## src/verilog/i2c_flags_pkg.sv

```systemverilog
// constants shared by the two-wire bus status flag logic
package i2c_flags_pkg;

   // ----------------------------------------------------------------
   // widths
   // ----------------------------------------------------------------
   localparam int ADDR_W = 8;
   localparam int DATA_W = 16;
   localparam int BYTE_W = 8;
   localparam int CODE_W = 3;

   // ----------------------------------------------------------------
   // register byte offsets
   // ----------------------------------------------------------------
   localparam logic [ADDR_W-1:0] OFF_MODE_CONTROL = 8'h00;
   localparam logic [ADDR_W-1:0] OFF_IRQ_MASK = 8'h04;
   localparam logic [ADDR_W-1:0] OFF_STATUS = 8'h08;
   localparam logic [ADDR_W-1:0] OFF_IRQ_VECTOR = 8'h0c;
   localparam logic [ADDR_W-1:0] OFF_RX_DATA = 8'h10;
   localparam logic [ADDR_W-1:0] OFF_TX_DATA = 8'h14;

   // ----------------------------------------------------------------
   // field positions, status and mask share one layout
   // ----------------------------------------------------------------
   localparam int BIT_GENERAL_CALL = 8;
   localparam int BIT_STOP_SEEN = 5;
   localparam int BIT_TX_READY = 4;
   localparam int BIT_RX_READY = 3;
   localparam int BIT_REGS_READY = 2;
   localparam int BIT_MODULE_RESET_RELEASE = 0;
   localparam logic [DATA_W-1:0] FLAG_BITS = 16'h013c;

   // ----------------------------------------------------------------
   // reset values
   // ----------------------------------------------------------------
   localparam logic [DATA_W-1:0] MODE_CONTROL_RESET = 16'h0000;
   localparam logic [DATA_W-1:0] IRQ_MASK_RESET = 16'h0000;
   localparam logic [BYTE_W-1:0] DATA_RESET = 8'h00;
   localparam logic [DATA_W-1:0] READ_IDLE = 16'h0000;

   // ----------------------------------------------------------------
   // bus address and vector codes
   // ----------------------------------------------------------------
   localparam logic [BYTE_W-1:0] GENERAL_CALL_ADDR = 8'h00;
   localparam logic [CODE_W-1:0] CODE_NONE = 3'h0;
   localparam logic [CODE_W-1:0] CODE_REGS_READY = 3'h1;
   localparam logic [CODE_W-1:0] CODE_RX_READY = 3'h4;
   localparam logic [CODE_W-1:0] CODE_TX_READY = 3'h5;
   localparam logic [CODE_W-1:0] CODE_STOP_SEEN = 3'h6;
   localparam logic [CODE_W-1:0] CODE_GENERAL_CALL = 3'h7;

endpackage

```

## src/verilog/sticky_flag.sv

```systemverilog
// one status flag: forced while held, set wins over clear
`timescale 1ns/10ps
module sticky_flag #(
   parameter logic RESET_VAL = 1'b0,
   parameter logic HOLD_VAL = 1'b0
) (
   input wire logic clk,
   input wire logic arst_n,
   input wire logic hold,
   input wire logic set,
   input wire logic clr,
   output logic flag
);

   logic flag_d;
   logic flag_q;

   // ----------------------------------------------------------------
   // next value
   // ----------------------------------------------------------------
   always_comb begin
      flag_d = flag_q;
      if (hold) begin
         flag_d = HOLD_VAL;
      end else if (set) begin
         // an event in the clearing cycle must not be lost
         flag_d = 1'b1;
      end else if (clr) begin
         flag_d = 1'b0;
      end
   end

   // ----------------------------------------------------------------
   // state
   // ----------------------------------------------------------------
   always_ff @(posedge clk or negedge arst_n) begin
      if (!arst_n) begin
         flag_q <= RESET_VAL;
      end else begin
         flag_q <= flag_d;
      end
   end

   assign flag = flag_q;

endmodule

```

## src/verilog/data_byte_reg.sv

```systemverilog
// one byte holding register with load enable
`timescale 1ns/10ps
module data_byte_reg (
   input wire logic clk,
   input wire logic arst_n,
   input wire logic load,
   input wire logic [i2c_flags_pkg::BYTE_W-1:0] din,
   output logic [i2c_flags_pkg::BYTE_W-1:0] dout
);

   logic [i2c_flags_pkg::BYTE_W-1:0] data_d;
   logic [i2c_flags_pkg::BYTE_W-1:0] data_q;

   // ----------------------------------------------------------------
   // next value
   // ----------------------------------------------------------------
   always_comb begin
      data_d = data_q;
      if (load) begin
         data_d = din;
      end
   end

   // ----------------------------------------------------------------
   // state
   // ----------------------------------------------------------------
   always_ff @(posedge clk or negedge arst_n) begin
      if (!arst_n) begin
         data_q <= i2c_flags_pkg::DATA_RESET;
      end else begin
         data_q <= data_d;
      end
   end

   assign dout = data_q;

endmodule

```

## src/verilog/i2c_status_flags.sv

```systemverilog
// status flags, masks and interrupt requests of a two-wire bus controller
//
// Operation
// - Set the general-call flag when the received bus address is all zeros.
// - Clear the general-call flag on every start or stop condition.
// - Reserved status bits 7-6 read as zero and ignore writes.
// - Set the stop-seen flag on any stop condition, whoever drove it.
// - Clear the stop-seen flag when a vector read returns the stop code 110b.
// - Writing one to the stop-seen flag clears it, writing zero keeps it.
// - Set the transmit-ready flag when transmit data moves to the shift register.
// - Clear the transmit-ready flag on a transmit data write or a write of one.
// - Hold the transmit-ready flag at one while the module is in reset.
// - Offer transmit-ready and receive-ready both as status and as requests.
// - Set the receive-ready flag when a byte moves into the receive data register.
// - Clear the receive-ready flag on a receive data read or a write of one.
// - Clear the receive-ready flag on module reset or processor reset.
// - In master mode set the access-ready flag once programmed values are used.
// - Clear the access-ready flag when the engine starts on the current values.
// - Writing one to the access-ready flag clears it.
`timescale 1ns/10ps
module i2c_status_flags (
   input wire logic clk,
   input wire logic arst_n,
   // register port
   input wire logic [i2c_flags_pkg::ADDR_W-1:0] reg_addr,
   input wire logic [i2c_flags_pkg::DATA_W-1:0] reg_wdata,
   input wire logic reg_wr,
   input wire logic reg_rd,
   output logic [i2c_flags_pkg::DATA_W-1:0] reg_rdata,
   // events from the bus engine
   input wire logic master_mode,
   input wire logic start_seen,
   input wire logic stop_seen,
   input wire logic addr_valid,
   input wire logic [i2c_flags_pkg::BYTE_W-1:0] addr_byte,
   input wire logic tx_copied,
   input wire logic rx_copied,
   input wire logic [i2c_flags_pkg::BYTE_W-1:0] rx_shift_reg,
   input wire logic regs_consumed,
   input wire logic regs_start,
   // towards the engine and the processor
   output logic [i2c_flags_pkg::BYTE_W-1:0] tx_data,
   output logic module_in_reset,
   output logic tx_ready_request,
   output logic rx_ready_request,
   output logic regs_ready_request,
   output logic irq
);

   // ----------------------------------------------------------------
   // declarations
   // ----------------------------------------------------------------
   logic [i2c_flags_pkg::DATA_W-1:0] mode_control_d;
   logic [i2c_flags_pkg::DATA_W-1:0] mode_control_q;
   logic [i2c_flags_pkg::DATA_W-1:0] irq_mask_d;
   logic [i2c_flags_pkg::DATA_W-1:0] irq_mask_q;
   logic [i2c_flags_pkg::DATA_W-1:0] rdata_d;
   logic [i2c_flags_pkg::DATA_W-1:0] rdata_q;
   logic [i2c_flags_pkg::DATA_W-1:0] status;
   logic [i2c_flags_pkg::DATA_W-1:0] pending;
   logic [i2c_flags_pkg::CODE_W-1:0] vector_code;
   logic [i2c_flags_pkg::BYTE_W-1:0] tx_data_q;
   logic [i2c_flags_pkg::BYTE_W-1:0] rx_data_q;
   logic tx_req_d;
   logic tx_req_q;
   logic rx_req_d;
   logic rx_req_q;
   logic regs_req_d;
   logic regs_req_q;
   logic irq_d;
   logic irq_q;
   logic in_reset_q;
   logic held;
   logic wr_mode;
   logic wr_mask;
   logic wr_status;
   logic wr_tx_data;
   logic rd_vector;
   logic rd_rx_data;
   logic gc_flag;
   logic stop_flag;
   logic tx_flag;
   logic rx_flag;
   logic regs_flag;
   logic gc_set;
   logic gc_clr;
   logic stop_set;
   logic stop_clr;
   logic tx_set;
   logic tx_clr;
   logic rx_set;
   logic rx_clr;
   logic regs_set;
   logic regs_clr;

   // ----------------------------------------------------------------
   // address decode
   // ----------------------------------------------------------------
   always_comb begin
      wr_mode = 1'b0;
      wr_mask = 1'b0;
      wr_status = 1'b0;
      wr_tx_data = 1'b0;
      if (reg_wr && reg_addr == i2c_flags_pkg::OFF_MODE_CONTROL) begin
         wr_mode = 1'b1;
      end else if (reg_wr && reg_addr == i2c_flags_pkg::OFF_IRQ_MASK) begin
         wr_mask = 1'b1;
      end else if (reg_wr && reg_addr == i2c_flags_pkg::OFF_STATUS) begin
         wr_status = 1'b1;
      end else if (reg_wr && reg_addr == i2c_flags_pkg::OFF_TX_DATA) begin
         wr_tx_data = 1'b1;
      end
   end

   always_comb begin
      rd_vector = 1'b0;
      rd_rx_data = 1'b0;
      if (reg_rd && reg_addr == i2c_flags_pkg::OFF_IRQ_VECTOR) begin
         rd_vector = 1'b1;
      end else if (reg_rd && reg_addr == i2c_flags_pkg::OFF_RX_DATA) begin
         rd_rx_data = 1'b1;
      end
   end

   // ----------------------------------------------------------------
   // control registers
   // ----------------------------------------------------------------
   always_comb begin
      mode_control_d = mode_control_q;
      irq_mask_d = irq_mask_q;
      if (wr_mode) begin
         mode_control_d = reg_wdata & 16'h0001;
      end
      if (wr_mask) begin
         // only flag positions hold a mask bit
         irq_mask_d = reg_wdata & i2c_flags_pkg::FLAG_BITS;
      end
   end

   always_ff @(posedge clk or negedge arst_n) begin
      if (!arst_n) begin
         mode_control_q <= i2c_flags_pkg::MODE_CONTROL_RESET;
         irq_mask_q <= i2c_flags_pkg::IRQ_MASK_RESET;
      end else begin
         mode_control_q <= mode_control_d;
         irq_mask_q <= irq_mask_d;
      end
   end

   // module held in reset while the release bit reads zero
   assign held = ~mode_control_q[i2c_flags_pkg::BIT_MODULE_RESET_RELEASE];

   // ----------------------------------------------------------------
   // flag causes
   // ----------------------------------------------------------------
   always_comb begin
      gc_set = addr_valid && addr_byte == i2c_flags_pkg::GENERAL_CALL_ADDR;
      gc_clr = start_seen || stop_seen;
      stop_set = stop_seen;
      stop_clr = (wr_status && reg_wdata[i2c_flags_pkg::BIT_STOP_SEEN])
         || (rd_vector && vector_code == i2c_flags_pkg::CODE_STOP_SEEN);
      tx_set = tx_copied;
      tx_clr = wr_tx_data || (wr_status && reg_wdata[i2c_flags_pkg::BIT_TX_READY]);
      rx_set = rx_copied;
      rx_clr = rd_rx_data || (wr_status && reg_wdata[i2c_flags_pkg::BIT_RX_READY]);
      regs_set = master_mode && regs_consumed;
      regs_clr = regs_start
         || (wr_status && reg_wdata[i2c_flags_pkg::BIT_REGS_READY]);
   end

   // ----------------------------------------------------------------
   // flags
   // ----------------------------------------------------------------
   sticky_flag #(.RESET_VAL(1'b0), .HOLD_VAL(1'b0)) u_gc_flag (
      .clk(clk),
      .arst_n(arst_n),
      .hold(held),
      .set(gc_set),
      .clr(gc_clr),
      .flag(gc_flag)
   );

   sticky_flag #(.RESET_VAL(1'b0), .HOLD_VAL(1'b0)) u_stop_flag (
      .clk(clk),
      .arst_n(arst_n),
      .hold(held),
      .set(stop_set),
      .clr(stop_clr),
      .flag(stop_flag)
   );

   // forced high in either reset
   sticky_flag #(.RESET_VAL(1'b1), .HOLD_VAL(1'b1)) u_tx_flag (
      .clk(clk),
      .arst_n(arst_n),
      .hold(held),
      .set(tx_set),
      .clr(tx_clr),
      .flag(tx_flag)
   );

   // cleared in either reset
   sticky_flag #(.RESET_VAL(1'b0), .HOLD_VAL(1'b0)) u_rx_flag (
      .clk(clk),
      .arst_n(arst_n),
      .hold(held),
      .set(rx_set),
      .clr(rx_clr),
      .flag(rx_flag)
   );

   sticky_flag #(.RESET_VAL(1'b0), .HOLD_VAL(1'b0)) u_regs_flag (
      .clk(clk),
      .arst_n(arst_n),
      .hold(held),
      .set(regs_set),
      .clr(regs_clr),
      .flag(regs_flag)
   );

   // ----------------------------------------------------------------
   // data registers
   // ----------------------------------------------------------------
   data_byte_reg u_tx_data_reg (
      .clk(clk),
      .arst_n(arst_n),
      .load(wr_tx_data),
      .din(reg_wdata[i2c_flags_pkg::BYTE_W-1:0]),
      .dout(tx_data_q)
   );

   data_byte_reg u_rx_data_reg (
      .clk(clk),
      .arst_n(arst_n),
      .load(rx_copied),
      .din(rx_shift_reg),
      .dout(rx_data_q)
   );

   // ----------------------------------------------------------------
   // status word and vector
   // ----------------------------------------------------------------
   always_comb begin
      // reserved positions stay zero
      status = 16'h0000;
      status[i2c_flags_pkg::BIT_GENERAL_CALL] = gc_flag;
      status[i2c_flags_pkg::BIT_STOP_SEEN] = stop_flag;
      status[i2c_flags_pkg::BIT_TX_READY] = tx_flag;
      status[i2c_flags_pkg::BIT_RX_READY] = rx_flag;
      status[i2c_flags_pkg::BIT_REGS_READY] = regs_flag;
      pending = status & irq_mask_q;
   end

   // fixed priority; masked flags never show in the vector
   always_comb begin
      vector_code = i2c_flags_pkg::CODE_NONE;
      if (pending[i2c_flags_pkg::BIT_REGS_READY]) begin
         vector_code = i2c_flags_pkg::CODE_REGS_READY;
      end else if (pending[i2c_flags_pkg::BIT_RX_READY]) begin
         vector_code = i2c_flags_pkg::CODE_RX_READY;
      end else if (pending[i2c_flags_pkg::BIT_TX_READY]) begin
         vector_code = i2c_flags_pkg::CODE_TX_READY;
      end else if (pending[i2c_flags_pkg::BIT_STOP_SEEN]) begin
         vector_code = i2c_flags_pkg::CODE_STOP_SEEN;
      end else if (pending[i2c_flags_pkg::BIT_GENERAL_CALL]) begin
         vector_code = i2c_flags_pkg::CODE_GENERAL_CALL;
      end
   end

   // ----------------------------------------------------------------
   // read data, valid the cycle after the strobe only
   // ----------------------------------------------------------------
   always_comb begin
      rdata_d = i2c_flags_pkg::READ_IDLE;
      if (reg_rd && reg_addr == i2c_flags_pkg::OFF_MODE_CONTROL) begin
         rdata_d = mode_control_q;
      end else if (reg_rd && reg_addr == i2c_flags_pkg::OFF_IRQ_MASK) begin
         rdata_d = irq_mask_q;
      end else if (reg_rd && reg_addr == i2c_flags_pkg::OFF_STATUS) begin
         rdata_d = status;
      end else if (rd_vector) begin
         rdata_d = {13'h0, vector_code};
      end else if (rd_rx_data) begin
         rdata_d = {8'h00, rx_data_q};
      end else if (reg_rd && reg_addr == i2c_flags_pkg::OFF_TX_DATA) begin
         rdata_d = {8'h00, tx_data_q};
      end
   end

   // ----------------------------------------------------------------
   // requests, one cycle behind the flags
   // ----------------------------------------------------------------
   always_comb begin
      tx_req_d = pending[i2c_flags_pkg::BIT_TX_READY];
      rx_req_d = pending[i2c_flags_pkg::BIT_RX_READY];
      regs_req_d = pending[i2c_flags_pkg::BIT_REGS_READY];
      irq_d = |pending;
   end

   always_ff @(posedge clk or negedge arst_n) begin
      if (!arst_n) begin
         rdata_q <= i2c_flags_pkg::READ_IDLE;
         tx_req_q <= 1'b0;
         rx_req_q <= 1'b0;
         regs_req_q <= 1'b0;
         irq_q <= 1'b0;
         in_reset_q <= 1'b1;
      end else begin
         rdata_q <= rdata_d;
         tx_req_q <= tx_req_d;
         rx_req_q <= rx_req_d;
         regs_req_q <= regs_req_d;
         irq_q <= irq_d;
         in_reset_q <= ~mode_control_d[i2c_flags_pkg::BIT_MODULE_RESET_RELEASE];
      end
   end

   // ----------------------------------------------------------------
   // outputs
   // ----------------------------------------------------------------
   assign reg_rdata = rdata_q;
   assign tx_data = tx_data_q;
   assign module_in_reset = in_reset_q;
   assign tx_ready_request = tx_req_q;
   assign rx_ready_request = rx_req_q;
   assign regs_ready_request = regs_req_q;
   assign irq = irq_q;

endmodule

```

## config.mk

```make
export PLATFORM = sky130hd
export DESIGN_NAME = i2c_status_flags
export DESIGN_NICKNAME = d
export VERILOG_FILES = /design/src/verilog/i2c_flags_pkg.sv /design/src/verilog/sticky_flag.sv /design/src/verilog/data_byte_reg.sv /design/src/verilog/i2c_status_flags.sv
export SDC_FILE = /design/constraint.sdc
export NUM_CORES = 1
export LEC_CHECK = 0
export BUFFER_PORTS_ARGS = -buffer_cell sky130_fd_sc_hd__buf_2
export CORE_MARGIN = 2
export CORE_UTILIZATION = 48
export DETAILED_ROUTE_END_ITERATION = 8
export GPL_TIMING_DRIVEN = 0
export PLACE_DENSITY = 0.75
export SYNTH_ARGS = -nofsm -noshare
export SYNTH_HDL_FRONTEND = slang
export SYNTH_HIERARCHICAL = 1
export SYNTH_SLANG_ARGS = --single-unit
```

## constraint.sdc

```tcl
create_clock -name clk -period 2.4 [get_ports clk]
set_input_delay 0.36 -clock clk [delete_from_list [all_inputs] [get_ports clk]]
set_output_delay 0.36 -clock clk [all_outputs]
set_load 0.01 [all_outputs]
```

==> reports/qor.csv, run 1 <==
metric,value,unit
status,finished clean,
tightest_slew,0.905,ns
crit_end,u_stop_flag/flag,
grt_max_degree,42,
crit_fanout,3,
rows,23,
synthesis.area,0.00205,sq mm
avgViaCountPerCell,5.18,
crit_required,2.58,ns
grt_overflow,0,
clock_latency,0.30,ns
synthFlopType,dfrtp_1,
grt_use_total,20.9,%
maxCapViolations,0,
h-tree-depth,2,
avgSynthCellArea,11.8,sq um
reg2reg_slack,0.48,ns
p_per_area,552,mW/mm^2
gp_congestion,0.882,
critPathLaunchType,register,
ant_nets,0,
cts_buffers,5,
io_pins,81,
die_width,69.3,um
area_growth,24.5,%
finalSetupViolCount,0,
power,1.41,mW
io_buffers,64,
n_antenna_cell,0,
async_reset_ff_share,100,%
fin_skew,0.0108,ns
drc,0,
die_y,69.3,um
arrival,2.11,ns
ys.warnings.count,6,
vias,1559,
max_freq,0.520,GHz
min_period_over_period,80.2,%
rsz0062_at_grt,no,
first_pass_iters,4,
cts_tree,done,
postCtsSetupBuffers,0,
ir_drop,0.300,mV
fin_nets,302,
synthCells,173,
grt_pass1_vias,1571,
first_iter_violations,151,
critPathKind,reg -> reg,
rr_worst_depth,6,
clock_sinks,41,
p_leak,1.37,nW
path_clk_slew,0.08,ns
place_hpwl,3340,um
yosysUniqueCellTypes,45,
finalMaxSlewViolations,0,
ys_ff_latch,41,
core,0.00406,sq mm
synth_edf_count,0,
cts_buffer_depth,2,
worst_setup_path_end_kind,register,
finalCriticalPeriod,1.92,ns
ys_seq_area_share,50.2,%
hold_viol_final,0,
dieArea,0.00481,sq mm
wl,4570,um
hold_class,in -> async,
fillers,341,
rr_startpoint,u_regs_flag/flag,
grt_pass1_wl,7770,um
hold_buffers,0,
max_slew_margin,39.7,%
start_util,50.5,%
fin_setup_tns,0,ns
antenna_found_initial,0,
drive_above_1_share,48.6,%
cts_resized,0,
crit_start,u_regs_flag/flag,
wl_per_cell,15.2,um
reg2reg_to,u_stop_flag/flag,
cts-root-buf,clkbuf_8,
## state kept, by name (all words and copies together), names as in the netlist
name,count
rx_ready_request,1
irq,1
u_tx_data_reg/dout,8
u_gc_flag/flag,1
regs_ready_request,1
u_tx_flag/flag,1
tx_ready_request,1
mode_control_q,1
u_regs_flag/flag,1
u_rx_flag/flag,1
irq_mask_q,5
u_rx_data_reg/dout,8
u_stop_flag/flag,1
module_in_reset,1
reg_rdata,9
## final cells by class
class	count	area, sq um	area share (%)
Timing Repair Buffer	64	320	12.6
Tap cell	50	62.6	2.45
Sequential cell	41	1030	40.3
Clock inverter	2	13.8	0.540
Clock buffer	6	82.6	3.24
Buffer	14	103	4.02
Multi-Input combinational cell	115	906	35.5
Inverter	9	33.8	1.32
## per-stage QoR
step | worst slack, ns | util (%) | hold WS, ns | instances | area, sq um
floorplan | 0.579 | - | 0.0644 | 179 | 2070
global placement | 0.383 | 60.5 | 0.461 | 293 | 2450
detailed placement | 0.366 | 60.5 | 0.479 | 293 | 2450
CTS | 0.476 | 62.8 | 0.200 | 301 | 2550
global route | 0.425 | 62.8 | 0.240 | 301 | 2550
finish | 0.476 | 62.8 | 0.182 | 301 | 2550
## layout by cell type, fill, tap and decap left out, drive strengths merged
cell type  instances
clkbuf             8
or3b               2
nor4bb             1
nand3              1
o32a               1
nand2             11
a21o               2
nor3               7
a211oi             2
or4                1
and3               1
inv                9
o22ai              1
nand3b             3
nor2               9
dfstp              2
mux2i              5
mux2              22
a31oi              1
nor4               3
nand2b             5
a2111oi            2
and2               3
conb               7
a21oi             12
and3b              1
a22oi              2
or3                1
o21ai              5
clkinv             2
buf               76
or2                1
dfrtp             39
nor2b              3
## kinds of logic (layout without fill, tap and decap cells)
group                  Yosys count  in the layout  share of synthesized area, %
other                            1              7                         0.183
buffers and inverters           23             95                          6.66
multiplexers                    27             27                          17.5
AND/OR/NAND/NOR                 53             53                          16.2
flip-flops                      41             41                          50.2
AO/OA/AOI/OAI                   28             28                          9.22
## Yosys cell counts, types with 3 or more instances
cell type  number  area share [%]
dfrtp_1        39              48
mux2_4         16              12
nand2_1        10             1.8
inv_1           9             1.6
nor2_1          9             1.6
a21oi_1         8             2.0
buf_4           7             2.6
nor3_1          7             1.7
mux2_2          6             3.3
mux2i_1         5             2.4
nand2b_1        5             1.5
a21oi_2         4             1.7
buf_6           3             1.6
nor2b_1         3            0.92
o21ai_0         3            0.73
## power by group
group	internal [mW]	switching, mW	leakage, nW	total (mW)
sequential	0.720	0.0191	0.545	0.739
combinational	0.0978	0.0886	0.777	0.186
clock	0.233	0.248	0.0512	0.481
## worst min path at each step
stage                           start                  to  slack [ns]  cells past startpoint
floorplan                      arst_n                 irq        0.06                      0
global placement    mode_control_q[0]     module_in_reset        0.46                      1
detailed placement     u_tx_flag/flag      u_tx_flag/flag        0.48                      2
CTS                            arst_n    tx_ready_request        0.20                      1
global route             reg_wdata[0]     module_in_reset        0.24                      2
finish                         arst_n  regs_ready_request        0.18                      1
## worst max-delay path: stages, from the launching register on
cell and delay [ns]:
dfrtp_1 0.40, and2_4 0.18, or3_4 0.37, or4_4 0.55, o21ai_2 0.13, nand2b_1 0.12, a21oi_2 0.05
## routing by layer
metal	share of wire [%]	GRT usage [%]
met1	44	28.5
met2	46	29.4
met3	6.6	6.40
met4	3.5	11.8
met5	0	0
(Power assumes the default switching activity.)
==> inputs of run 2 (changes only) <==
CORE_UTILIZATION = 43   (was 48)
PLACE_DENSITY = 0.71   (was 0.75)
clock period = 1.7 ns   (was 2.4 ns; I/O delays follow)
==> run 2 against run 1 <==
Against the previous run:
- the run now ends with negative setup slack left
- register-to-register slack worse by 0.57 ns
- core utilization down 6.7 points
- power up 58%
- critical path depth unchanged
- count of clock-buffer cells in the layout down 1
- clock power up 91%
- die area up 11%
==> reports/qor.csv, run 2 (synthesis results as in run 1) <==
metric,value,unit,change
ir_drop,0.503,mV,+68%
arrival,1.96,ns,-0.15 ns
critPathKind,reg -> reg,,
grt_max_degree,42,,unchanged
critPathLaunchType,register,,
grt_pass1_wl,7270,um,-6.5%
hold_class,in -> async,,
antenna_found_initial,0,,unchanged
power,2.23,mW,+58%
reg2reg_slack,-0.1,ns,-0.57 ns
first_iter_violations,157,,+4.0%
final_common_cell,buf_2,,
io_buffers,64,,unchanged
wl_per_cell,14.9,um,-1.9%
min_period_over_period,106,%,+26 points
first_pass_iters,4,,unchanged
avgViaCountPerCell,5.24,,+1.2%
tightest_slew,0.898,ns,-0.00727 ns
core,0.00466,sq mm,+15%
drive_above_1_share,49.4,%,+0.80 points
pre_cts_ws,-0.256,ns,-0.622 ns
reg2reg_to,u_stop_flag/flag,,
area_growth,27.7,%,
die_width,73.0,um,+5.3%
die_y,73.0,um,+5.3%
wl,4570,um,about the same
post-place-cells,297,,+1.4%
grt_use_total,18.4,%,-2.5 points
crit_fanout,3,,unchanged
setup_ws,-0.0973,ns,-0.574 ns
slowest_stage,or4_4,,
cp_top_family,simple AND/OR/NAND/NOR gates,,
critPathBufInv,0,,unchanged
finalSetupViolCount,1,,+1
clock_sinks,41,,unchanged
start_util,43.9,%,-6.5 points
place_hpwl,3410,um,+2.2%
drc,0,,unchanged
cts-root-buf,clkbuf_8,,
path_clk_slew,0.08,ns,about the same
n_antenna_cell,0,,unchanged
cts_resized,0,,unchanged
violations,negative setup slack,,
layout_common_cells,"65 x buf_2, 39 x dfrtp_1, 16 x mux2_4",,
grt_pass1_vias,1529,,-2.7%
h-tree-depth,2,,unchanged
multiInputGateArea,913,sq um,+0.83%
hold_viol_final,0,,unchanged
finalMaxSlewViolations,0,,unchanged
rr_startpoint,irq_mask_q[2],,
rsz0062_at_grt,yes,,
rr_worst_depth,6,,unchanged
max_slew_margin,40.1,%,+0.48 points
status,"complete, but fails checks",,
seqCellArea,0.00103,sq mm,unchanged
io_pins,81,,unchanged
crit_required,1.87,ns,-0.71 ns
ant_nets,0,,unchanged
stdcell_count,307,,+2.0%
largest_register_ffs,9,,unchanged
worst_setup_path_end_kind,register,,
cts_buffers,5,,unchanged
p_per_area,852,mW/mm^2,+54%
design_area,0.00262,sq mm,+2.6%
fin_skew,0.00533,ns,-0.00544 ns
fin_nets,304,,+0.66%
p_leak,1.40,nW,+2.0%
maxCapViolations,0,,unchanged
fillers,398,,+17%
finalCriticalPeriod,1.80,ns,-0.126 ns
max_freq,0.556,GHz,+7.0%
grt_overflow,0,,unchanged
cts_buffer_depth,2,,unchanged
vias,1609,,+3.2%
placed_area,0.00247,sq mm,+0.51%
gp_congestion,0.867,,-1.6%
crit_chain,and2_4 > or3_4 > or4_4 > o21ai_2 > nand2b_4 > a21oi_2,,
slowest_delay,0.46,ns,-0.09 ns
dieArea,0.00533,sq mm,+11%
rows,25,,+8.7%
cts_tree,done,,
clock_latency,0.29,ns,about the same
==> run 2: worst max-delay path by stage <==
stage	slack [ns]	from	cells past startpoint	end
2_1_floorplan	0.03	irq_mask_q[2]	6	u_stop_flag/flag
3_3_place_gp	-0.21	reg_addr[6]	7	u_stop_flag/flag
3_5_place_dp	-0.26	reg_addr[6]	7	u_stop_flag/flag
4_1_cts	-0.08	irq_mask_q[2]	6	u_stop_flag/flag
5_1_grt	-0.14	irq_mask_q[2]	6	u_stop_flag/flag
6_report	-0.1	irq_mask_q[2]	6	u_stop_flag/flag
==> run 2: cell type report <==
class                           instances  share of cell area [%]
Buffer                                 14                    3.92
Timing Repair Buffer                   66                    12.8
Tap cell                               54                    2.58
Inverter                                9                    1.29
Clock inverter                          3                    2.49
Multi-Input combinational cell        115                    34.9
Sequential cell                        41                    39.3
Clock buffer                            5                    2.63
==> run 2: where the power goes <==
part | internal [mW] | switching, mW
logic | 0.140 | 0.126
clock network | 0.583 | 0.334
registers | 1.02 | 0.0279
total | 1.74 | 0.488
==> run 2: repair_timing <==
action	CTS	global route
hold buffers	0	0
buffers inserted	2	0
gates cloned	0	0
endpoints found under the setup margin	1	1
==> run 2: through the flow <==
| step | setup TNS (ns) | utilization, % | hold slack, ns |
|---|---|---|---|
| 2_1_floorplan | 0 | - | -0.0406 |
| 5_1_grt | -0.136 | 56.1 | 0.153 |
| 4_1_cts | -0.0757 | 56.1 | 0.105 |
| 3_3_place_gp | -1.16 | 52.9 | 0.418 |
| 3_5_place_dp | -1.59 | 52.9 | 0.431 |
| 6_report | -0.0973 | 56.1 | 0.0833 |
==> run 2: metal layers <==
| metal | wire length [um] | share of wire [%] | track usage (%) |
|---|---|---|---|
| met1 | 1950 | 43 | 24.4 |
| met2 | 2290 | 50 | 29.5 |
| met3 | 290 | 6.3 | 4.42 |
| met4 | 40 | 0.88 | 6.17 |
| met5 | 0 | 0 | 0 |
==> inputs of run 3 (changes only) <==
CORE_UTILIZATION = 48   (was 43)
PLACE_DENSITY = 0.75   (was 0.71)
clock period = 1.67 ns   (was 1.7 ns; I/O delays follow)
==> run 3 against run 2 <==
Against the previous run:
- the run still ends with negative setup slack left
- flip-flop and latch count unchanged
- clock power decreased by 33%
- design area decreased by 2.2%
- largest power group unchanged
==> reports/qor.csv, run 3 (synthesis results as in run 1) <==
metric,value,unit,change
wl,4470,um,-2.1%
antenna_found_initial,0,,unchanged
first_pass_iters,4,,unchanged
reg2reg_slack,-0.08,ns,+0.02 ns
crit_start,irq_mask_q[2],,
rsz0062_at_grt,yes,,
hold_buffers,0,,unchanged
dieArea,0.00481,sq mm,-9.9%
rows,23,,-8.0%
worst_setup_path_end_kind,register,,
grt_use_total,19.9,%,+1.5 points
arrival,1.92,ns,-0.04 ns
vias,1559,,-3.1%
crit_fanout,3,,unchanged
layout_common_cells,"65 x buf_2, 39 x dfrtp_1, 16 x mux2_4",,
stdcell_count,303,,-1.3%
largest_register_ffs,9,,unchanged
slowest_stage,or4_4,,
path_clk_slew,0.07,ns,about the same
setup_ws,-0.0755,ns,+0.0218 ns
final_common_cell,buf_2,,
crit_chain,and2_4 > or3_4 > or4_4 > o21ai_2 > nand2b_4 > a21oi_2,,
p_leak,1.38,nW,-1.8%
cts_buffers,5,,unchanged
placed_area,0.00246,sq mm,-0.20%
rr_worst_depth,6,,unchanged
grt_max_degree,42,,unchanged
grt_overflow,0,,unchanged
postCtsSetupBuffers,2,,unchanged
io_buffers,64,,unchanged
finalSetupViolCount,1,,unchanged
cts_tree,done,,
area_growth,24.9,%,
ir_drop,0.431,mV,-14%
finalMaxSlewViolations,0,,unchanged
hold_viol_final,0,,unchanged
hold_class,in -> async,,
wl_per_cell,14.8,um,-0.76%
avgViaCountPerCell,5.15,,-1.8%
max_freq,0.573,GHz,+3.0%
h-tree-depth,2,,unchanged
reg2reg_to,u_stop_flag/flag,,
first_iter_violations,114,,-27%
min_period_over_period,105,%,-1.2 points
clock_latency,0.30,ns,about the same
violations,negative setup slack,,
grt_pass1_vias,1598,,+4.5%
fillers,342,,-14%
ant_nets,0,,unchanged
design_area,0.00256,sq mm,-2.2%
start_util,50.5,%,+6.5 points
gp_congestion,0.854,,-1.5%
rr_startpoint,irq_mask_q[2],,
fin_nets,304,,unchanged
io_pins,81,,unchanged
die_y,69.3,um,-5.1%
place_hpwl,3370,um,-1.1%
max_slew_margin,40.5,%,+0.36 points
finalCriticalPeriod,1.75,ns,-0.0518 ns
slowest_delay,0.45,ns,about the same
critPathKind,reg -> reg,,
cts_resized,0,,unchanged
status,"complete, but fails checks",,
core,0.00406,sq mm,-13%
crit_required,1.85,ns,-0.02 ns
critPathLaunchType,register,,
drive_above_1_share,48.6,%,-0.79 points
drc,0,,unchanged
tightest_slew,0.893,ns,-0.00533 ns
cts_buffer_depth,2,,unchanged
clock_sinks,41,,unchanged
grt_pass1_wl,7470,um,+2.8%
post-place-cells,293,,-1.3%
maxCapViolations,0,,unchanged
cts-root-buf,clkbuf_8,,
n_antenna_cell,0,,unchanged
die_width,69.3,um,-5.1%
fin_skew,0.00582,ns,+0.000495 ns
p_per_area,763,mW/mm^2,-10%
## run 3: changes by cell type in the layout (fill, tap and decap cells not counted)
cell / previous run / this run
clkbuf_1: 2 / 4
bufinv_16: 2 / 0
## run 3: layer usage
metal  global-route usage [%]  up-vias  part of all wire (%)
li1                         -      749                     -
met1                     25.6      737                    43
met4                     8.50        0                   1.9
met2                     31.8       66                    48
met3                     5.09        7                   6.8
met5                        0        -                     0
## run 3: critical path, delay by kind of cell (launching register included)
kind,cells,cell delay (ns)
and+or+nand+nor,4,1.08
DFF,1,0.37
AOI/OAI and AO/OA,2,0.18
## run 3: per-stage QoR
stage	setup TNS, ns	utilization [%]	hold WS, ns	setup slack (ns)	power [mW]
final	-0.0755	63.0	0.0750	-0.0755	1.95
after global routing	-0.123	63.0	0.142	-0.123	2.03
after CTS	-0.0683	63.0	0.0947	-0.0683	1.97
after detailed placement	-2.01	60.7	0.420	-0.260	1.35
after global placement	-1.38	60.7	0.416	-0.216	1.34
after floorplan	0	-	-0.0451	0.00328	1.23
## run 3: layout make-up
| type | instances | area, sq um | area share (%) |
|---|---|---|---|
| sequential | 41 | 1030 | 40.2 |
| multi-input combinational | 115 | 913 | 35.7 |
| timing repair buffer | 66 | 335 | 13.1 |
| buffer | 14 | 103 | 4.01 |
| clock buffer | 7 | 76.3 | 2.98 |
| tap | 50 | 62.6 | 2.45 |
| inverter | 9 | 33.8 | 1.32 |
| clock inverter | 1 | 5.00 | 0.196 |
## run 3: worst max-delay path by stage
stage                            end  cells after the start
finish              u_stop_flag/flag                      6
global route        u_stop_flag/flag                      6
CTS                 u_stop_flag/flag                      6
detailed placement  u_stop_flag/flag                      7
global placement    u_stop_flag/flag                      7
floorplan           u_stop_flag/flag                      6
## run 3: power breakdown
part           internal [mW]  switching, mW
clock                  0.293          0.323
sequential              1.03         0.0301
combinational          0.143          0.127
total                   1.47          0.481
